`config.mk`:
```
export PLATFORM = sky130hd
export DESIGN_NAME = mas_synth
export DESIGN_NICKNAME = d
export VERILOG_FILES = /design/src/shared/mas_pkg.sv /design/src/shared/mas_stream_if.sv /design/src/design/mas_synth.sv /design/src/design/mas_fifo.sv
export SDC_FILE = /design/constraint.sdc
export NUM_CORES = 1
export LEC_CHECK = 0
export BUFFER_PORTS_ARGS = -buffer_cell sky130_fd_sc_hd__buf_4
export CORE_AREA = 2 2 223 225
export CTS_CLUSTER_DIAMETER = 100
export DETAILED_ROUTE_END_ITERATION = 8
export DIE_AREA = 0 0 225 227
export HOLD_SLACK_MARGIN = 0.06
export MAX_ROUTING_LAYER = met4
export PLACE_DENSITY = 0.89
export SLEW_MARGIN = 20
export SYNTH_ARGS = -nofsm -noshare
export SYNTH_HDL_FRONTEND = slang
export SYNTH_SLANG_ARGS = --single-unit
```
`constraint.sdc`:
```
create_clock -name core_clk_i -period 20.6 [get_ports core_clk_i]
set_input_delay 4.12 -clock core_clk_i [delete_from_list [all_inputs] [get_ports core_clk_i]]
set_output_delay 4.12 -clock core_clk_i [all_outputs]
set_load 0.02 [all_outputs]
```
`src/shared/mas_pkg.sv`:
```
//
// Purpose: Constants and types shared by the audio synthesizer output block
// Assumes: 10 MHz core clock
// Notes:   All timing counts are derived from named times and the clock rate
//
package mas_pkg;

    // ************************************************************
    // Clock and timing
    // ************************************************************
    localparam int unsigned CLK_HZ          = 10_000_000;
    localparam int unsigned TICK_HZ         = 1_000_000;
    localparam int unsigned TICK_DIV        = CLK_HZ / TICK_HZ;
    localparam int unsigned MAX_RATE_HZ     = 44_100;

    // ************************************************************
    // Widths
    // ************************************************************
    localparam int unsigned NUM_CH          = 4;
    localparam int unsigned SAMPLE_W        = 8;
    localparam int unsigned TIMER_W         = 8;
    localparam int unsigned ENV_W           = 8;
    localparam int unsigned VOL_W           = 4;
    localparam int unsigned PTR_W           = 8;
    localparam int unsigned MIX_W           = 10;
    localparam int unsigned PWM_W           = 9;
    localparam int unsigned DAC_W           = 10;
    localparam int unsigned FIFO_DEPTH      = 16;
    localparam int unsigned STEP_W          = 3;

    // ************************************************************
    // Codes
    // ************************************************************
    localparam logic [1:0] MIX_ONE          = 2'h0;
    localparam logic [1:0] MIX_TWO          = 2'h1;
    localparam logic [1:0] MIX_FOUR         = 2'h2;
    localparam logic [1:0] WAVE_TABLE       = 2'h0;
    localparam logic [1:0] WAVE_ADSR        = 2'h1;
    localparam logic [1:0] WAVE_FULL        = 2'h2;
    localparam logic       OUT_PWM          = 1'h0;
    localparam logic       OUT_DAC          = 1'h1;
    localparam logic [3:0] ADPCM_STEP_INIT  = 4'h0;
    localparam logic [3:0] ADPCM_STEP_MAX   = 4'hF;

    typedef enum logic [1:0] {
        MAS_IDLE,
        MAS_PLAY,
        MAS_DONE
    } mas_state_t;

endpackage

```
`src/shared/mas_stream_if.sv`:
```
//
// Purpose: Valid/ready stream carrier between the mixer and the output FIFO
// Assumes: Single clock domain
// Notes:   Data is one volume-scaled mixed sample
//
`timescale 1ns/1ps
interface mas_stream_if #(
    parameter int unsigned WIDTH = 10
);
    logic             valid;
    logic             ready;
    logic [WIDTH-1:0] data;

    modport src (output valid, output data, input  ready);
    modport snk (input  valid, input  data, output ready);
endinterface

```
`src/design/mas_synth.sv`:
```
//
// Purpose: Four-channel speech/MIDI synthesizer with mixer, volume and PWM/DAC output
// Assumes: Core writes control through dedicated ports; sample bytes arrive on request
// Notes:   Output routing is strapped from pin b at reset release
`timescale 1ns/1ps
module mas_synth #(
    parameter int unsigned NUM_CH     = mas_pkg::NUM_CH,
    parameter int unsigned FIFO_DEPTH = mas_pkg::FIFO_DEPTH
) (
    // Clock and reset
    input  wire logic                          core_clk_i,
    input  wire logic                          reset_n_i,
    // Dedicated control ports, no memory address
    input  wire logic [1:0]                    mixer_mode_i,
    input  wire logic [NUM_CH-1:0]             ch_start_i,
    input  wire logic [NUM_CH-1:0]             ch_stop_i,
    input  wire logic [NUM_CH-1:0]             ch_is_midi_i,
    input  wire logic [NUM_CH-1:0]             ch_adpcm_i,
    input  wire logic [NUM_CH*8-1:0]           ch_period_i,
    input  wire logic [NUM_CH*8-1:0]           envelope_value_i,
    input  wire logic [NUM_CH*2-1:0]           ch_wave_i,
    input  wire logic [NUM_CH*3-1:0]           ch_skip_i,
    input  wire logic [3:0]                    volume_i,
    input  wire logic                          out_sel_wr_i,
    input  wire logic                          out_sel_i,
    // Sample data feed
    input  wire logic [NUM_CH*8-1:0]           ch_data_i,
    input  wire logic [NUM_CH-1:0]             ch_data_end_i,
    output logic [NUM_CH*8-1:0]                channel_data_pointer_o,
    output logic [NUM_CH-1:0]                  ch_fetch_o,
    // Status
    output logic [NUM_CH-1:0]                  channel_flag_reg_o,
    output logic [NUM_CH-1:0]                  quick_io_code_o,
    output logic                               audio_output_select_reg_o,
    // Pins
    input  wire logic                          audio_out_pin_b_i,
    output logic                               audio_out_pin_a_o,
    output logic                               audio_out_pin_a_oe_o,
    output logic                               audio_out_pin_b_o,
    output logic                               audio_out_pin_b_oe_o,
    output logic [mas_pkg::DAC_W-1:0]          dac_code_o
);
    localparam int unsigned SW  = mas_pkg::SAMPLE_W;
    localparam int unsigned TDW = $clog2(mas_pkg::TICK_DIV);

    // ************************************************************
    // Helpers
    // ************************************************************
    function automatic logic [SW-1:0] sat_add(input logic [SW-1:0] a, input logic signed [SW:0] d);
        logic signed [SW+1:0] s;
        s = $signed({2'h0, a}) + d;
        if (s < 0) begin
            sat_add = '0;
        end else if (s > $signed({2'h0, {SW{1'b1}}})) begin
            sat_add = '1;
        end else begin
            sat_add = s[SW-1:0];
        end
    endfunction

    // ************************************************************
    // 1 MHz tick for the sample timers
    // ************************************************************
    logic [TDW-1:0] tick_cnt_q;
    logic           tick;
    assign tick = (tick_cnt_q == TDW'(mas_pkg::TICK_DIV - 1));

    always_ff @(posedge core_clk_i or negedge reset_n_i) begin
        if (!reset_n_i) begin
            tick_cnt_q <= '0;
        end else if (tick) begin
            tick_cnt_q <= '0;
        end else begin
            tick_cnt_q <= tick_cnt_q + 1'b1;
        end
    end

    // ************************************************************
    // Channels
    // ************************************************************
    logic [NUM_CH-1:0]    flag_q;
    logic [NUM_CH-1:0]    qio_q;
    logic [NUM_CH-1:0]    fetch_q;
    logic [7:0]           timer_q  [NUM_CH];
    logic [7:0]           ptr_q    [NUM_CH];
    logic [SW-1:0]        sample_q [NUM_CH];
    logic [3:0]           step_q   [NUM_CH];
    logic [NUM_CH-1:0]    active;
    logic [NUM_CH-1:0]    advance;

    always_comb begin
        case (mixer_mode_i)
            mas_pkg::MIX_ONE: active = NUM_CH'(1);
            mas_pkg::MIX_TWO: active = NUM_CH'(3);
            default:          active = '1;
        endcase
    end

    for (genvar c = 0; c < NUM_CH; c++) begin : g_ch
        logic [7:0]    period;
        logic [7:0]    env;
        logic [1:0]    wave;
        logic [2:0]    skip;
        logic [7:0]    din;
        logic [7:0]    wave_smp;
        logic [15:0]   prod;
        logic signed [SW:0] delta;

        assign period  = ch_period_i[c*8 +: 8];
        assign env     = envelope_value_i[c*8 +: 8];
        assign wave    = ch_wave_i[c*2 +: 2];
        assign skip    = ch_skip_i[c*3 +: 3];
        assign din     = ch_data_i[c*8 +: 8];
        // Overflow of the 8-bit up-counter requests a sample
        assign advance[c] = flag_q[c] && tick && (timer_q[c] == 8'hFF);

        always_comb begin
            case (wave)
                mas_pkg::WAVE_ADSR: wave_smp = ptr_q[c][7] ? ~ptr_q[c] : ptr_q[c];
                mas_pkg::WAVE_FULL: wave_smp = ptr_q[c][7] ? 8'hFF : 8'h00;
                default:            wave_smp = din;
            endcase
        end
        assign prod  = wave_smp * env;
        // ADPCM: 4-bit signed code scaled by adaptive step
        assign delta = $signed({{(SW-3){din[3]}}, din[3:0]}) <<< step_q[c][1:0];

        always_ff @(posedge core_clk_i or negedge reset_n_i) begin
            if (!reset_n_i) begin
                flag_q[c]   <= 1'b0;
                qio_q[c]    <= 1'b0;
                fetch_q[c]  <= 1'b0;
                timer_q[c]  <= '0;
                ptr_q[c]    <= '0;
                sample_q[c] <= '0;
                step_q[c]   <= mas_pkg::ADPCM_STEP_INIT;
            end else begin
                fetch_q[c] <= advance[c];
                if (ch_start_i[c] && active[c]) begin
                    flag_q[c]   <= 1'b1;
                    timer_q[c]  <= period;
                    ptr_q[c]    <= '0;
                    step_q[c]   <= mas_pkg::ADPCM_STEP_INIT;
                end else if (ch_stop_i[c] || !active[c] || (advance[c] && ch_data_end_i[c])) begin
                    flag_q[c]   <= 1'b0;
                end else if (advance[c]) begin
                    timer_q[c]  <= period;
                    qio_q[c]    <= ~qio_q[c];
                    if (ch_is_midi_i[c]) begin
                        ptr_q[c]    <= ptr_q[c] + {5'h0, skip} + 8'h01;
                        sample_q[c] <= prod[15:8];
                    end else begin
                        ptr_q[c]    <= ptr_q[c] + 8'h01;
                        if (ch_adpcm_i[c]) begin
                            sample_q[c] <= sat_add(sample_q[c], delta);
                            if (din[2] && step_q[c] != mas_pkg::ADPCM_STEP_MAX) begin
                                step_q[c] <= step_q[c] + 4'h1;
                            end else if (!din[2] && step_q[c] != mas_pkg::ADPCM_STEP_INIT) begin
                                step_q[c] <= step_q[c] - 4'h1;
                            end
                        end else begin
                            sample_q[c] <= din;
                        end
                    end
                end else if (tick && flag_q[c]) begin
                    timer_q[c] <= timer_q[c] + 8'h01;
                end
            end
        end

        assign channel_data_pointer_o[c*8 +: 8] = ptr_q[c];
    end

    assign channel_flag_reg_o = flag_q;
    assign quick_io_code_o    = qio_q;
    assign ch_fetch_o         = fetch_q;

    // ************************************************************
    // Mixer and volume
    // ************************************************************
    localparam int unsigned MW = mas_pkg::MIX_W;
    logic [MW-1:0]     mix_sum;
    logic [MW+3:0]     scaled;
    mas_stream_if #(.WIDTH(MW)) mix_s ();

    always_comb begin
        mix_sum = '0;
        for (int i = 0; i < NUM_CH; i++) begin
            if (flag_q[i]) begin
                mix_sum = mix_sum + MW'(sample_q[i]);
            end
        end
    end
    assign scaled = mix_sum * ({1'b0, volume_i} + 5'h01);

    logic           mix_valid_q;
    logic [MW-1:0]  mix_data_q;
    always_ff @(posedge core_clk_i or negedge reset_n_i) begin
        if (!reset_n_i) begin
            mix_valid_q <= 1'b0;
            mix_data_q  <= '0;
        end else if (!mix_valid_q || mix_s.ready) begin
            mix_valid_q <= tick && (|flag_q);
            mix_data_q  <= scaled[MW+3:4];
        end
    end
    assign mix_s.valid = mix_valid_q;
    assign mix_s.data  = mix_data_q;

    logic          out_valid;
    logic          out_ready;
    logic [MW-1:0] out_data;
    mas_fifo #(.WIDTH(MW), .DEPTH(FIFO_DEPTH)) u_fifo (
        .core_clk_i  (core_clk_i),
        .reset_n_i   (reset_n_i),
        .in_s        (mix_s),
        .out_valid_o (out_valid),
        .out_ready_i (out_ready),
        .out_data_o  (out_data)
    );

    // ************************************************************
    // Output select strap
    // ************************************************************
    logic strap_done_q;
    logic sel_q;
    always_ff @(posedge core_clk_i or negedge reset_n_i) begin
        if (!reset_n_i) begin
            strap_done_q <= 1'b0;
            sel_q        <= mas_pkg::OUT_PWM;
        end else if (!strap_done_q) begin
            strap_done_q <= 1'b1;
            sel_q        <= audio_out_pin_b_i ? mas_pkg::OUT_DAC : mas_pkg::OUT_PWM;
        end else if (out_sel_wr_i) begin
            sel_q        <= out_sel_i;
        end
    end
    assign audio_output_select_reg_o = sel_q;

    // ************************************************************
    // PWM and DAC stages
    // ************************************************************
    localparam int unsigned PW = mas_pkg::PWM_W;
    logic [PW-1:0]  pwm_cnt_q;
    logic [PW-1:0]  pwm_duty_q;
    logic [MW-1:0]  dac_q;
    logic           pa_q;
    logic           pb_q;
    logic           pa_oe_q;
    logic           pb_oe_q;

    assign out_ready = strap_done_q && ((sel_q == mas_pkg::OUT_DAC) ? tick : (pwm_cnt_q == '1));

    always_ff @(posedge core_clk_i or negedge reset_n_i) begin
        if (!reset_n_i) begin
            pwm_cnt_q  <= '0;
            pwm_duty_q <= '0;
            dac_q      <= '0;
        end else begin
            pwm_cnt_q <= pwm_cnt_q + 1'b1;
            if (out_valid && out_ready) begin
                pwm_duty_q <= out_data[MW-1:MW-PW];
                dac_q      <= out_data;
            end
        end
    end

    always_ff @(posedge core_clk_i or negedge reset_n_i) begin
        if (!reset_n_i) begin
            pa_q    <= 1'b0;
            pb_q    <= 1'b0;
            pa_oe_q <= 1'b0;
            pb_oe_q <= 1'b0;
        end else if (!strap_done_q || sel_q == mas_pkg::OUT_DAC) begin
            pa_q    <= 1'b0;
            pb_q    <= 1'b0;
            pa_oe_q <= strap_done_q;
            pb_oe_q <= 1'b0;
        end else begin
            pa_q    <= (pwm_cnt_q < pwm_duty_q);
            pb_q    <= !(pwm_cnt_q < pwm_duty_q);
            pa_oe_q <= 1'b1;
            pb_oe_q <= 1'b1;
        end
    end

    assign audio_out_pin_a_o    = pa_q;
    assign audio_out_pin_b_o    = pb_q;
    assign audio_out_pin_a_oe_o = pa_oe_q;
    assign audio_out_pin_b_oe_o = pb_oe_q;
    assign dac_code_o           = dac_q;
endmodule

```
`src/design/mas_fifo.sv`:
```
//
// Purpose: Sample FIFO between the mixer and the output stage
// Assumes: Synchronous reset-free storage, async reset on pointers
// Notes:   Depth must be a power of two
//
`timescale 1ns/1ps
module mas_fifo #(
    parameter int unsigned WIDTH = 10,
    parameter int unsigned DEPTH = 16
) (
    // Clock and reset
    input  wire logic             core_clk_i,
    input  wire logic             reset_n_i,
    // Fill side
    mas_stream_if.snk             in_s,
    // Drain side
    output logic                  out_valid_o,
    input  wire logic             out_ready_i,
    output logic [WIDTH-1:0]      out_data_o
);
    localparam int unsigned AW = $clog2(DEPTH);

    logic [WIDTH-1:0] mem_q [DEPTH];
    logic [AW:0]      wr_q;
    logic [AW:0]      rd_q;
    logic             full;
    logic             empty;
    logic             push;
    logic             pop;

    assign empty       = (wr_q == rd_q);
    assign full        = (wr_q[AW-1:0] == rd_q[AW-1:0]) && (wr_q[AW] != rd_q[AW]);
    assign in_s.ready  = !full;
    assign out_valid_o = !empty;
    assign out_data_o  = mem_q[rd_q[AW-1:0]];
    assign push        = in_s.valid && !full;
    assign pop         = out_ready_i && !empty;

    always_ff @(posedge core_clk_i) begin
        if (push) begin
            mem_q[wr_q[AW-1:0]] <= in_s.data;
        end
    end

    always_ff @(posedge core_clk_i or negedge reset_n_i) begin
        if (!reset_n_i) begin
            wr_q <= '0;
            rd_q <= '0;
        end else begin
            if (push) begin
                wr_q <= wr_q + 1'b1;
            end
            if (pop) begin
                rd_q <= rd_q + 1'b1;
            end
        end
    end
endmodule

```
# Word level (Yosys, flattened, before mapping)
# Memories as Yosys holds them, arrays and structs flattened.
# Cells that the tools add are included.
[classes]
shift = 4
n_eq_ne = 31
mul = 5
bitwise = 16
n_reduce_logical = 94
mux = 112
add_sub_neg = 36
div_mod_pow = 0
magnitude_cmp = 9
[op_table]
columns = ["cell", "count"]
rows = [
  ["$mux 8", 57],
  ["$mux 4", 29],
  ["$add 8x1->8 const B", 12],
  ["$mul 8x8->16", 4],
  ["$pmux 8 s2", 4],
  ["$add 9x9->10", 4],
  ["$gt 10x9->1 const B", 4],
  ["$lt 10x1->1 const B", 4],
  ["$sshl 4x2->9", 4],
  ["$add 8x3->8", 4],
  ["$eq 8x8->1 const B", 4],
  ["$not 8->8", 4],
  ["$add 10x8->10", 3],
  ["$mux 10", 3],
  ["$logic_and 1x1->1", 29],
  ["$reduce_bool 2->1", 12],
  ["$reduce_bool 3->1", 8],
  ["$add 4x1->4 const B", 5],
  ["$reduce_and 5->1", 4],
  ["$mux 1", 18],
  ["$ne 4x4->1 const B", 4],
  ["$reduce_and 2->1", 8],
  ["$reduce_bool 4->1", 4],
  ["$sub 4x1->4 const B", 4],
  ["other kinds (21)", 71],
]
[totals]
mem_count = 1
ram_bits = 160
romBits = 0
out_inout_bits = 59
ff_bits = 183
latch_bits = 0
[mem_list]
columns = ["name", "words", "word_bits", "read_ports", "rd_clocked_by_memory_dff", "wr", "line_no", "text"]
rows = [
  ["u_fifo.mem_q", 16, 10, 1, 0, 1, "mas_fifo.sv:23", "logic [WIDTH-1:0] mem_q [DEPTH];"],
]

# Longest topological paths before layout
[depth]
ltp_word = 9
depth_mapped = 35

# Cells and area by module
# Synthesis repeated with hierarchy kept, for this count alone.
[hier_totals]
hier_cells = 2933
hier_area_um2 = 28910.2
[by_module_without_submodules]
columns = ["mod", "instances", "area_per_inst_um2", "cells_each"]
rows = [
  ["mas_synth", 1, 22051.1, 2605],
  ["mas_fifo", 1, 6859.1, 328],
]

# Worst setup path before layout
# No wires, ideal clock.
[synth_timing]
path_type = "input -> register"
start = "in ch_wave_i[4]"
end = "reg sample_q[14] (netlist name)"
required_ns = 20.477
setup_ns = 0.123
setup_slack_ns = 11.423
cell_stages = 20
t_arrival_ns = 9.054
cell_sequence = "inv_1 > ha_1 > clkbuf_1 > a221oi_1 > a21oi_1 > nand2_1 > fa_1 > inv_1 > fa_1 > fa_1 > fa_1 > ha_1 > o21a_1 > nand2_1 > a211oi_1 > a221oi_1 > a21oi_1 > a31o_2 > xor2_1 > o221a_2"
[synth_between]
elab_chain_len = 4
word_cells_on_any_way = 5
[synth_rtl]
columns = ["element", "line_no", "text"]
rows = [
  ["start: declaration", "mas_synth.sv:21", "input wire logic [NUM_CH*2-1:0] ch_wave_i,"],
  ["$eq 2x2->1 / $eq 2x1->1 (equally long branches)", "mas_synth.sv:118", "case (wave)"],
  ["$pmux 8 s2 *", "mas_synth.sv:118", ""],
  ["$mul 8x8->16 *", "mas_synth.sv:124", "assign prod = wave_smp * env;"],
  ["$mux 8 *", "mas_synth.sv:149", "if (ch_is_midi_i[c]) begin"],
  ["end signal: indexed assignment", "mas_synth.sv:151", "sample_q[c] <= prod[15:8];"],
  ["end signal: indexed assignment", "mas_synth.sv:155", "sample_q[c] <= sat_add(sample_q[c], delta);"],
  ["end signal: indexed assignment", "mas_synth.sv:162", "sample_q[c] <= din;"],
  ["end: declaration", "mas_synth.sv:86", "logic [SW-1:0] sample_q [NUM_CH];"],
]
# Mark *: on every way between the ends. The rest lies on a longest branch, timed or not.
# A chain may end at the register's enable or synchronous reset.

# Final worst setup path
[layout_timing]
start = "in ch_wave_i[5]"
end = "reg sample_q[14] (netlist name)"
# The elaborated chain is that of the path after synthesis.

==> impl_results.html <==
<table>
<tr><th>Metric</th><th>Value</th></tr>
<tr><th colspan="2">Status</th></tr>
<tr><td>Result of the run</td><td>finished, final reports clean</td></tr>
<tr><th colspan="2">Final layout</th></tr>
<tr><td>Fill cells</td><td>3,602</td></tr>
<tr><td>Final instance area</td><td>32,200 sq um</td></tr>
<tr><td>Layout net count</td><td>3,646</td></tr>
<tr><td>Syn-to-layout area delta</td><td>11.8%</td></tr>
<tr><td>Layout cell share with drive strength beyond 1</td><td>about an eighth</td></tr>
<tr><th colspan="2">Global routing</th></tr>
<tr><td>Overflow after GRT</td><td>0</td></tr>
<tr><td>Number of global-route vias before repair</td><td>22,222</td></tr>
<tr><td>Pin count of the biggest net entering global routing</td><td>approximately 110</td></tr>
<tr><td>Number of antenna violations at the first check in global routing</td><td>2</td></tr>
<tr><td>Total routing usage reported by global routing</td><td>approximately 28%</td></tr>
<tr><td>First-pass GRT wire length</td><td>113 mm</td></tr>
<tr><th colspan="2">STA</th></tr>
<tr><td>Setup clock skew after layout</td><td>28.9 ps</td></tr>
<tr><td>Max Clock Freq</td><td>approximately 110 MHz</td></tr>
<tr><td>Share of the clock period used by the worst path after layout</td><td>44.9%</td></tr>
<tr><td>Hold Violations, Final</td><td>0</td></tr>
<tr><td>Final count of negative-setup-slack endpoints</td><td>0</td></tr>
<tr><td>Setup_tns</td><td>0 ps</td></tr>
<tr><td>Actual transition at the worst max-transition pin</td><td>1080 ps</td></tr>
<tr><td>Max-slew violation total from the final report</td><td>0</td></tr>
<tr><td>Final period demand of the worst path</td><td>9260 ps</td></tr>
<tr><td>Setup repair after global routing missed its margin</td><td>no</td></tr>
<tr><td>Normalized max-slew margin</td><td>27.6%</td></tr>
<tr><td>Least setup slack across all paths after layout</td><td>11,340 ps</td></tr>
<tr><th colspan="2">Route</th></tr>
<tr><td>Via density</td><td>5.96</td></tr>
<tr><td>Number of vias in the routed layout</td><td>22,114</td></tr>
<tr><td>Wire per inst</td><td>18.6 um</td></tr>
<tr><td>Total routed wirelength</td><td>roughly 69 mm</td></tr>
<tr><td>First-pass iteration count of the detailed router</td><td>7</td></tr>
<tr><td>DRT iter0 DRCs</td><td>1,560</td></tr>
<tr><td>Remaining design rule violation count</td><td>0</td></tr>
<tr><td>Remaining antenna violation count</td><td>0</td></tr>
<tr><th colspan="2">Run</th></tr>
<tr><td>Total of max-cap violations</td><td>0</td></tr>
<tr><th colspan="2">Floorplan</th></tr>
<tr><td>Overall die area</td><td>around 50,000 sq um</td></tr>
<tr><td>Core outline area</td><td>48,500 sq um</td></tr>
<tr><td>Row cnt</td><td>81</td></tr>
<tr><td>IO Count</td><td>206</td></tr>
<tr><td>Height of the chip</td><td>227 um</td></tr>
<tr><td>Horiz. Die Dim</td><td>225 um</td></tr>
<tr><td>Effective utilization at floorplan</td><td>between 50 and 60%</td></tr>
<tr><th colspan="2">Power</th></tr>
<tr><td>Worst vdd rail ir drop</td><td>0.0000607 V</td></tr>
<tr><td>Leakage power</td><td>15.0 nW</td></tr>
<tr><td>Power density cells</td><td>76.4 nW/um^2</td></tr>
<tr><th colspan="2">Clock network</th></tr>
<tr><td>Clock insertion delay at the later pin of the skew report</td><td>580 ps</td></tr>
<tr><td>Clk sinks</td><td>334</td></tr>
<tr><td>H-tree depth</td><td>2</td></tr>
<tr><td>Clock tree from TritonCTS</td><td>done</td></tr>
<tr><td>Post-cts resize count</td><td>0</td></tr>
<tr><td>Root Buffer</td><td>clkbuf_16</td></tr>
<tr><td># Post-CTS Setup Buffers</td><td>0</td></tr>
<tr><td>Clock transition at the register clock pins on the worst setup and hold paths after CTS</td><td>60 ps</td></tr>
<tr><td>Number of buffers created by CTS</td><td>40</td></tr>
<tr><td>Largest buffer count on any clock path</td><td>3</td></tr>
<tr><td>Hold Buf Count CTS</td><td>0</td></tr>
<tr><th colspan="2">Logic synthesis</th></tr>
<tr><td>Biggest area contributors in the synthesized netlist</td><td>edfxtp_1 (17%), dfrtp_1 (15%), fa_1 (12%)</td></tr>
<tr><td>Portion of synthesized cell area occupied by the leading cell type</td><td>between 10% and 20%</td></tr>
<tr><td>Unique cell type count in the Yosys netlist</td><td>between 90 and 100</td></tr>
<tr><td>Most instantiated flip-flop cell in the synthesis netlist</td><td>dfrtp_1</td></tr>
<tr><td>Library cell occupying the most area in the post-synthesis netlist</td><td>edfxtp_1</td></tr>
<tr><td>Warning count from the yosys run</td><td>0</td></tr>
<tr><td>Leading post-synthesis cells by instance count</td><td>inv_1 (310), ha_1 (265), nand2_1 (246)</td></tr>
<tr><td>Sequential fraction of the synthesis area</td><td>31.8%</td></tr>
<tr><td>Async set-or-reset flop fraction in the synthesized netlist</td><td>52.1%</td></tr>
<tr><td>Area of the mapped netlist</td><td>about 29,000 sq um</td></tr>
<tr><td>Post-synthesis register bit count</td><td>approximately 330</td></tr>
<tr><td>Most repeated cell in the gate-level netlist after synthesis</td><td>inv_1</td></tr>
<tr><td>Number of synthesized flops with an enable pin</td><td>160</td></tr>
<tr><td>Cell count after synthesis</td><td>about 2,900</td></tr>
<tr><td>Number of nets produced by synthesis</td><td>3,470</td></tr>
<tr><td>Synth Area per Inst</td><td>9.99 sq um</td></tr>
<tr><th colspan="2">Place</th></tr>
<tr><td>Pre-CTS worst setup slack</td><td>10,850 ps</td></tr>
<tr><td>Dpl hpwl</td><td>51.9 mm</td></tr>
<tr><td>DP Area</td><td>30,800 sq um</td></tr>
<tr><td>Final Wtd Congestion</td><td>0.965</td></tr>
<tr><td>Count of buffers from port buffering</td><td>205</td></tr>
<tr><th colspan="2">Setup path</th></tr>
<tr><td>Sort of element at the end of the critical path</td><td>register</td></tr>
<tr><td>Required time worst endpoint</td><td>21,050 ps</td></tr>
<tr><td>Maximum fanout count along the critical path</td><td>8</td></tr>
<tr><td>Startpoint class of the critical path</td><td>input pin</td></tr>
<tr><td>Critical path data arrival time</td><td>between 9000 and 10,000 ps</td></tr>
<tr><td>Master of the slowest instance on the critical path</td><td>a21oi_1</td></tr>
<tr><td>Stage delay of the slowest cell on the critical path</td><td>570 ps</td></tr>
<tr><td>Critical-path cell list</td><td>buf_4 &gt; inv_1 &gt; ha_1 &gt; nor2b_1 &gt; a221oi_1 &gt; a21oi_1 &gt; nand2_1 &gt; fa_1 &gt; inv_1 &gt; fa_1 &gt; fa_1 &gt; fa_1 &gt; ha_1 &gt; o21a_1 &gt; nand2_1 &gt; a211oi_1 &gt; a221oi_1 &gt; a21oi_1 &gt; a31o_2 &gt; xor2_1 &gt; o221a_2</td></tr>
<tr><td>Path type of the worst setup path</td><td>in -&gt; reg</td></tr>
<tr><td>Most frequent cell on the critical path</td><td>fa_1</td></tr>
<tr><td>Reg2reg setup slack</td><td>12,500 ps</td></tr>
<tr><th colspan="2">Worst hold path</th></tr>
<tr><td>Hold/Removal Path Class</td><td>reg -&gt; reg</td></tr>
</table>
[per-layer routing]
metal | GRT usage, % | share of wire [%] | vias to the layer above
met5 | - | 0 | -
met4 | 10.3 | 3.6 | 0
met3 | 4.14 | 6.2 | 167
met2 | 47.5 | 49 | 793
met1 | 35.5 | 41 | 10772
li1 | - | - | 10382
[through the flow]
step           util (%)  total power, mW  cells  hold slack, ps
2_1_floorplan         -             1.49   2881             448
3_3_place_gp       63.5             1.69   3637             420
3_5_place_dp       63.5             1.74   3637             428
4_1_cts            66.3             2.48   3709             476
5_1_grt            66.3             2.61   3711             477
6_report           66.3             2.46   3711             475
[sequential cells by signal, indices dropped and copies added, names as in the netlist, 4 cells and up]
signal,flops
ch_fetch_o,4
step_q,16
channel_data_pointer_o,32
u_fifo.mem_q,160
quick_io_code_o,4
timer_q,32
mix_data_q,10
channel_flag_reg_o,4
pwm_cnt_q,9
pwm_duty_q,9
u_fifo.rd_q,5
sample_q,32
u_fifo.wr_q,5
tick_cnt_q,4
[layout by cell type, fill, tap and decap left out, drive strengths merged, types with 23 or more instances in the layout]
master / netlist / final
xnor2: 82 / 82
a21oi: 193 / 193
o21ai: 158 / 158
mux4: 50 / 50
nor2: 183 / 183
inv: 312 / 312
o21a: 23 / 23
nand2: 247 / 247
nor3: 30 / 30
and2: 125 / 125
dfrtp: 174 / 174
clkbuf: 58 / 51
nor2b: 72 / 72
mux2i: 31 / 31
mux2: 23 / 23
a21o: 56 / 56
buf: 17 / 208
ha: 265 / 265
nand3: 38 / 38
xor2: 68 / 68
fa: 177 / 177
nand2b: 35 / 35
edfxtp: 160 / 160
[final cells by class]
cell class	count	area (sq um)	share of cell area (%)
clock inverter	22	282	0.875
timing repair buffer	209	1580	4.89
tap	622	778	2.42
antenna	2	5.00	0.0156
sequential	334	9160	28.5
multi-input combinational	2160	18100	56.3
clock buffer	50	1080	3.35
inverter	312	1170	3.64
[cell families (layout without fill, tap and decap cells)]
group / after synthesis / in the layout / share of synthesized area, %
compound gates: 614 / 614 / 13.7
fa+ha+maj: 442 / 442 / 23.8
other cells: 1 / 3 / 0.0130
simple gates: 848 / 848 / 14.9
buf+inv: 387 / 593 / 5.17
mux: 104 / 104 / 5.89
xor+xnor: 151 / 151 / 4.64
flops: 334 / 334 / 31.8
[path summary, 6_finish.rpt]
check                                 startpoint                   end  cells after the start
setup / recovery                    ch_wave_i[5]          sample_q[14]                     21
hold / removal                      strap_done_q  audio_out_pin_a_oe_o                      0
setup reg to reg           channel_flag_reg_o[0]         mix_data_q[9]                     32
hold reg to reg                     strap_done_q  audio_out_pin_a_oe_o                      0
max in group asynchronous              reset_n_i        u_fifo.wr_q[3]                      2
min in group asynchronous              reset_n_i         pwm_duty_q[4]                      1
[power by group]
group / switching [mW] / internal [mW] / leakage [nW]
Sequential: 0.0814 / 0.772 / 3.72
Clock: 0.295 / 0.426 / 0.649
Combinational: 0.478 / 0.407 / 10.7
Total: 0.855 / 1.60 / 15.0
[worst max-delay path: cells and delay by family]
family / cells / cell delay, ps
fa+ha+maj: 6 / 2680
xor+xnor: 1 / 140
simple gates: 3 / 450
buf+inv: 3 / 220
compound gates: 8 / 2110
Power figures use the tool's default switching activity.
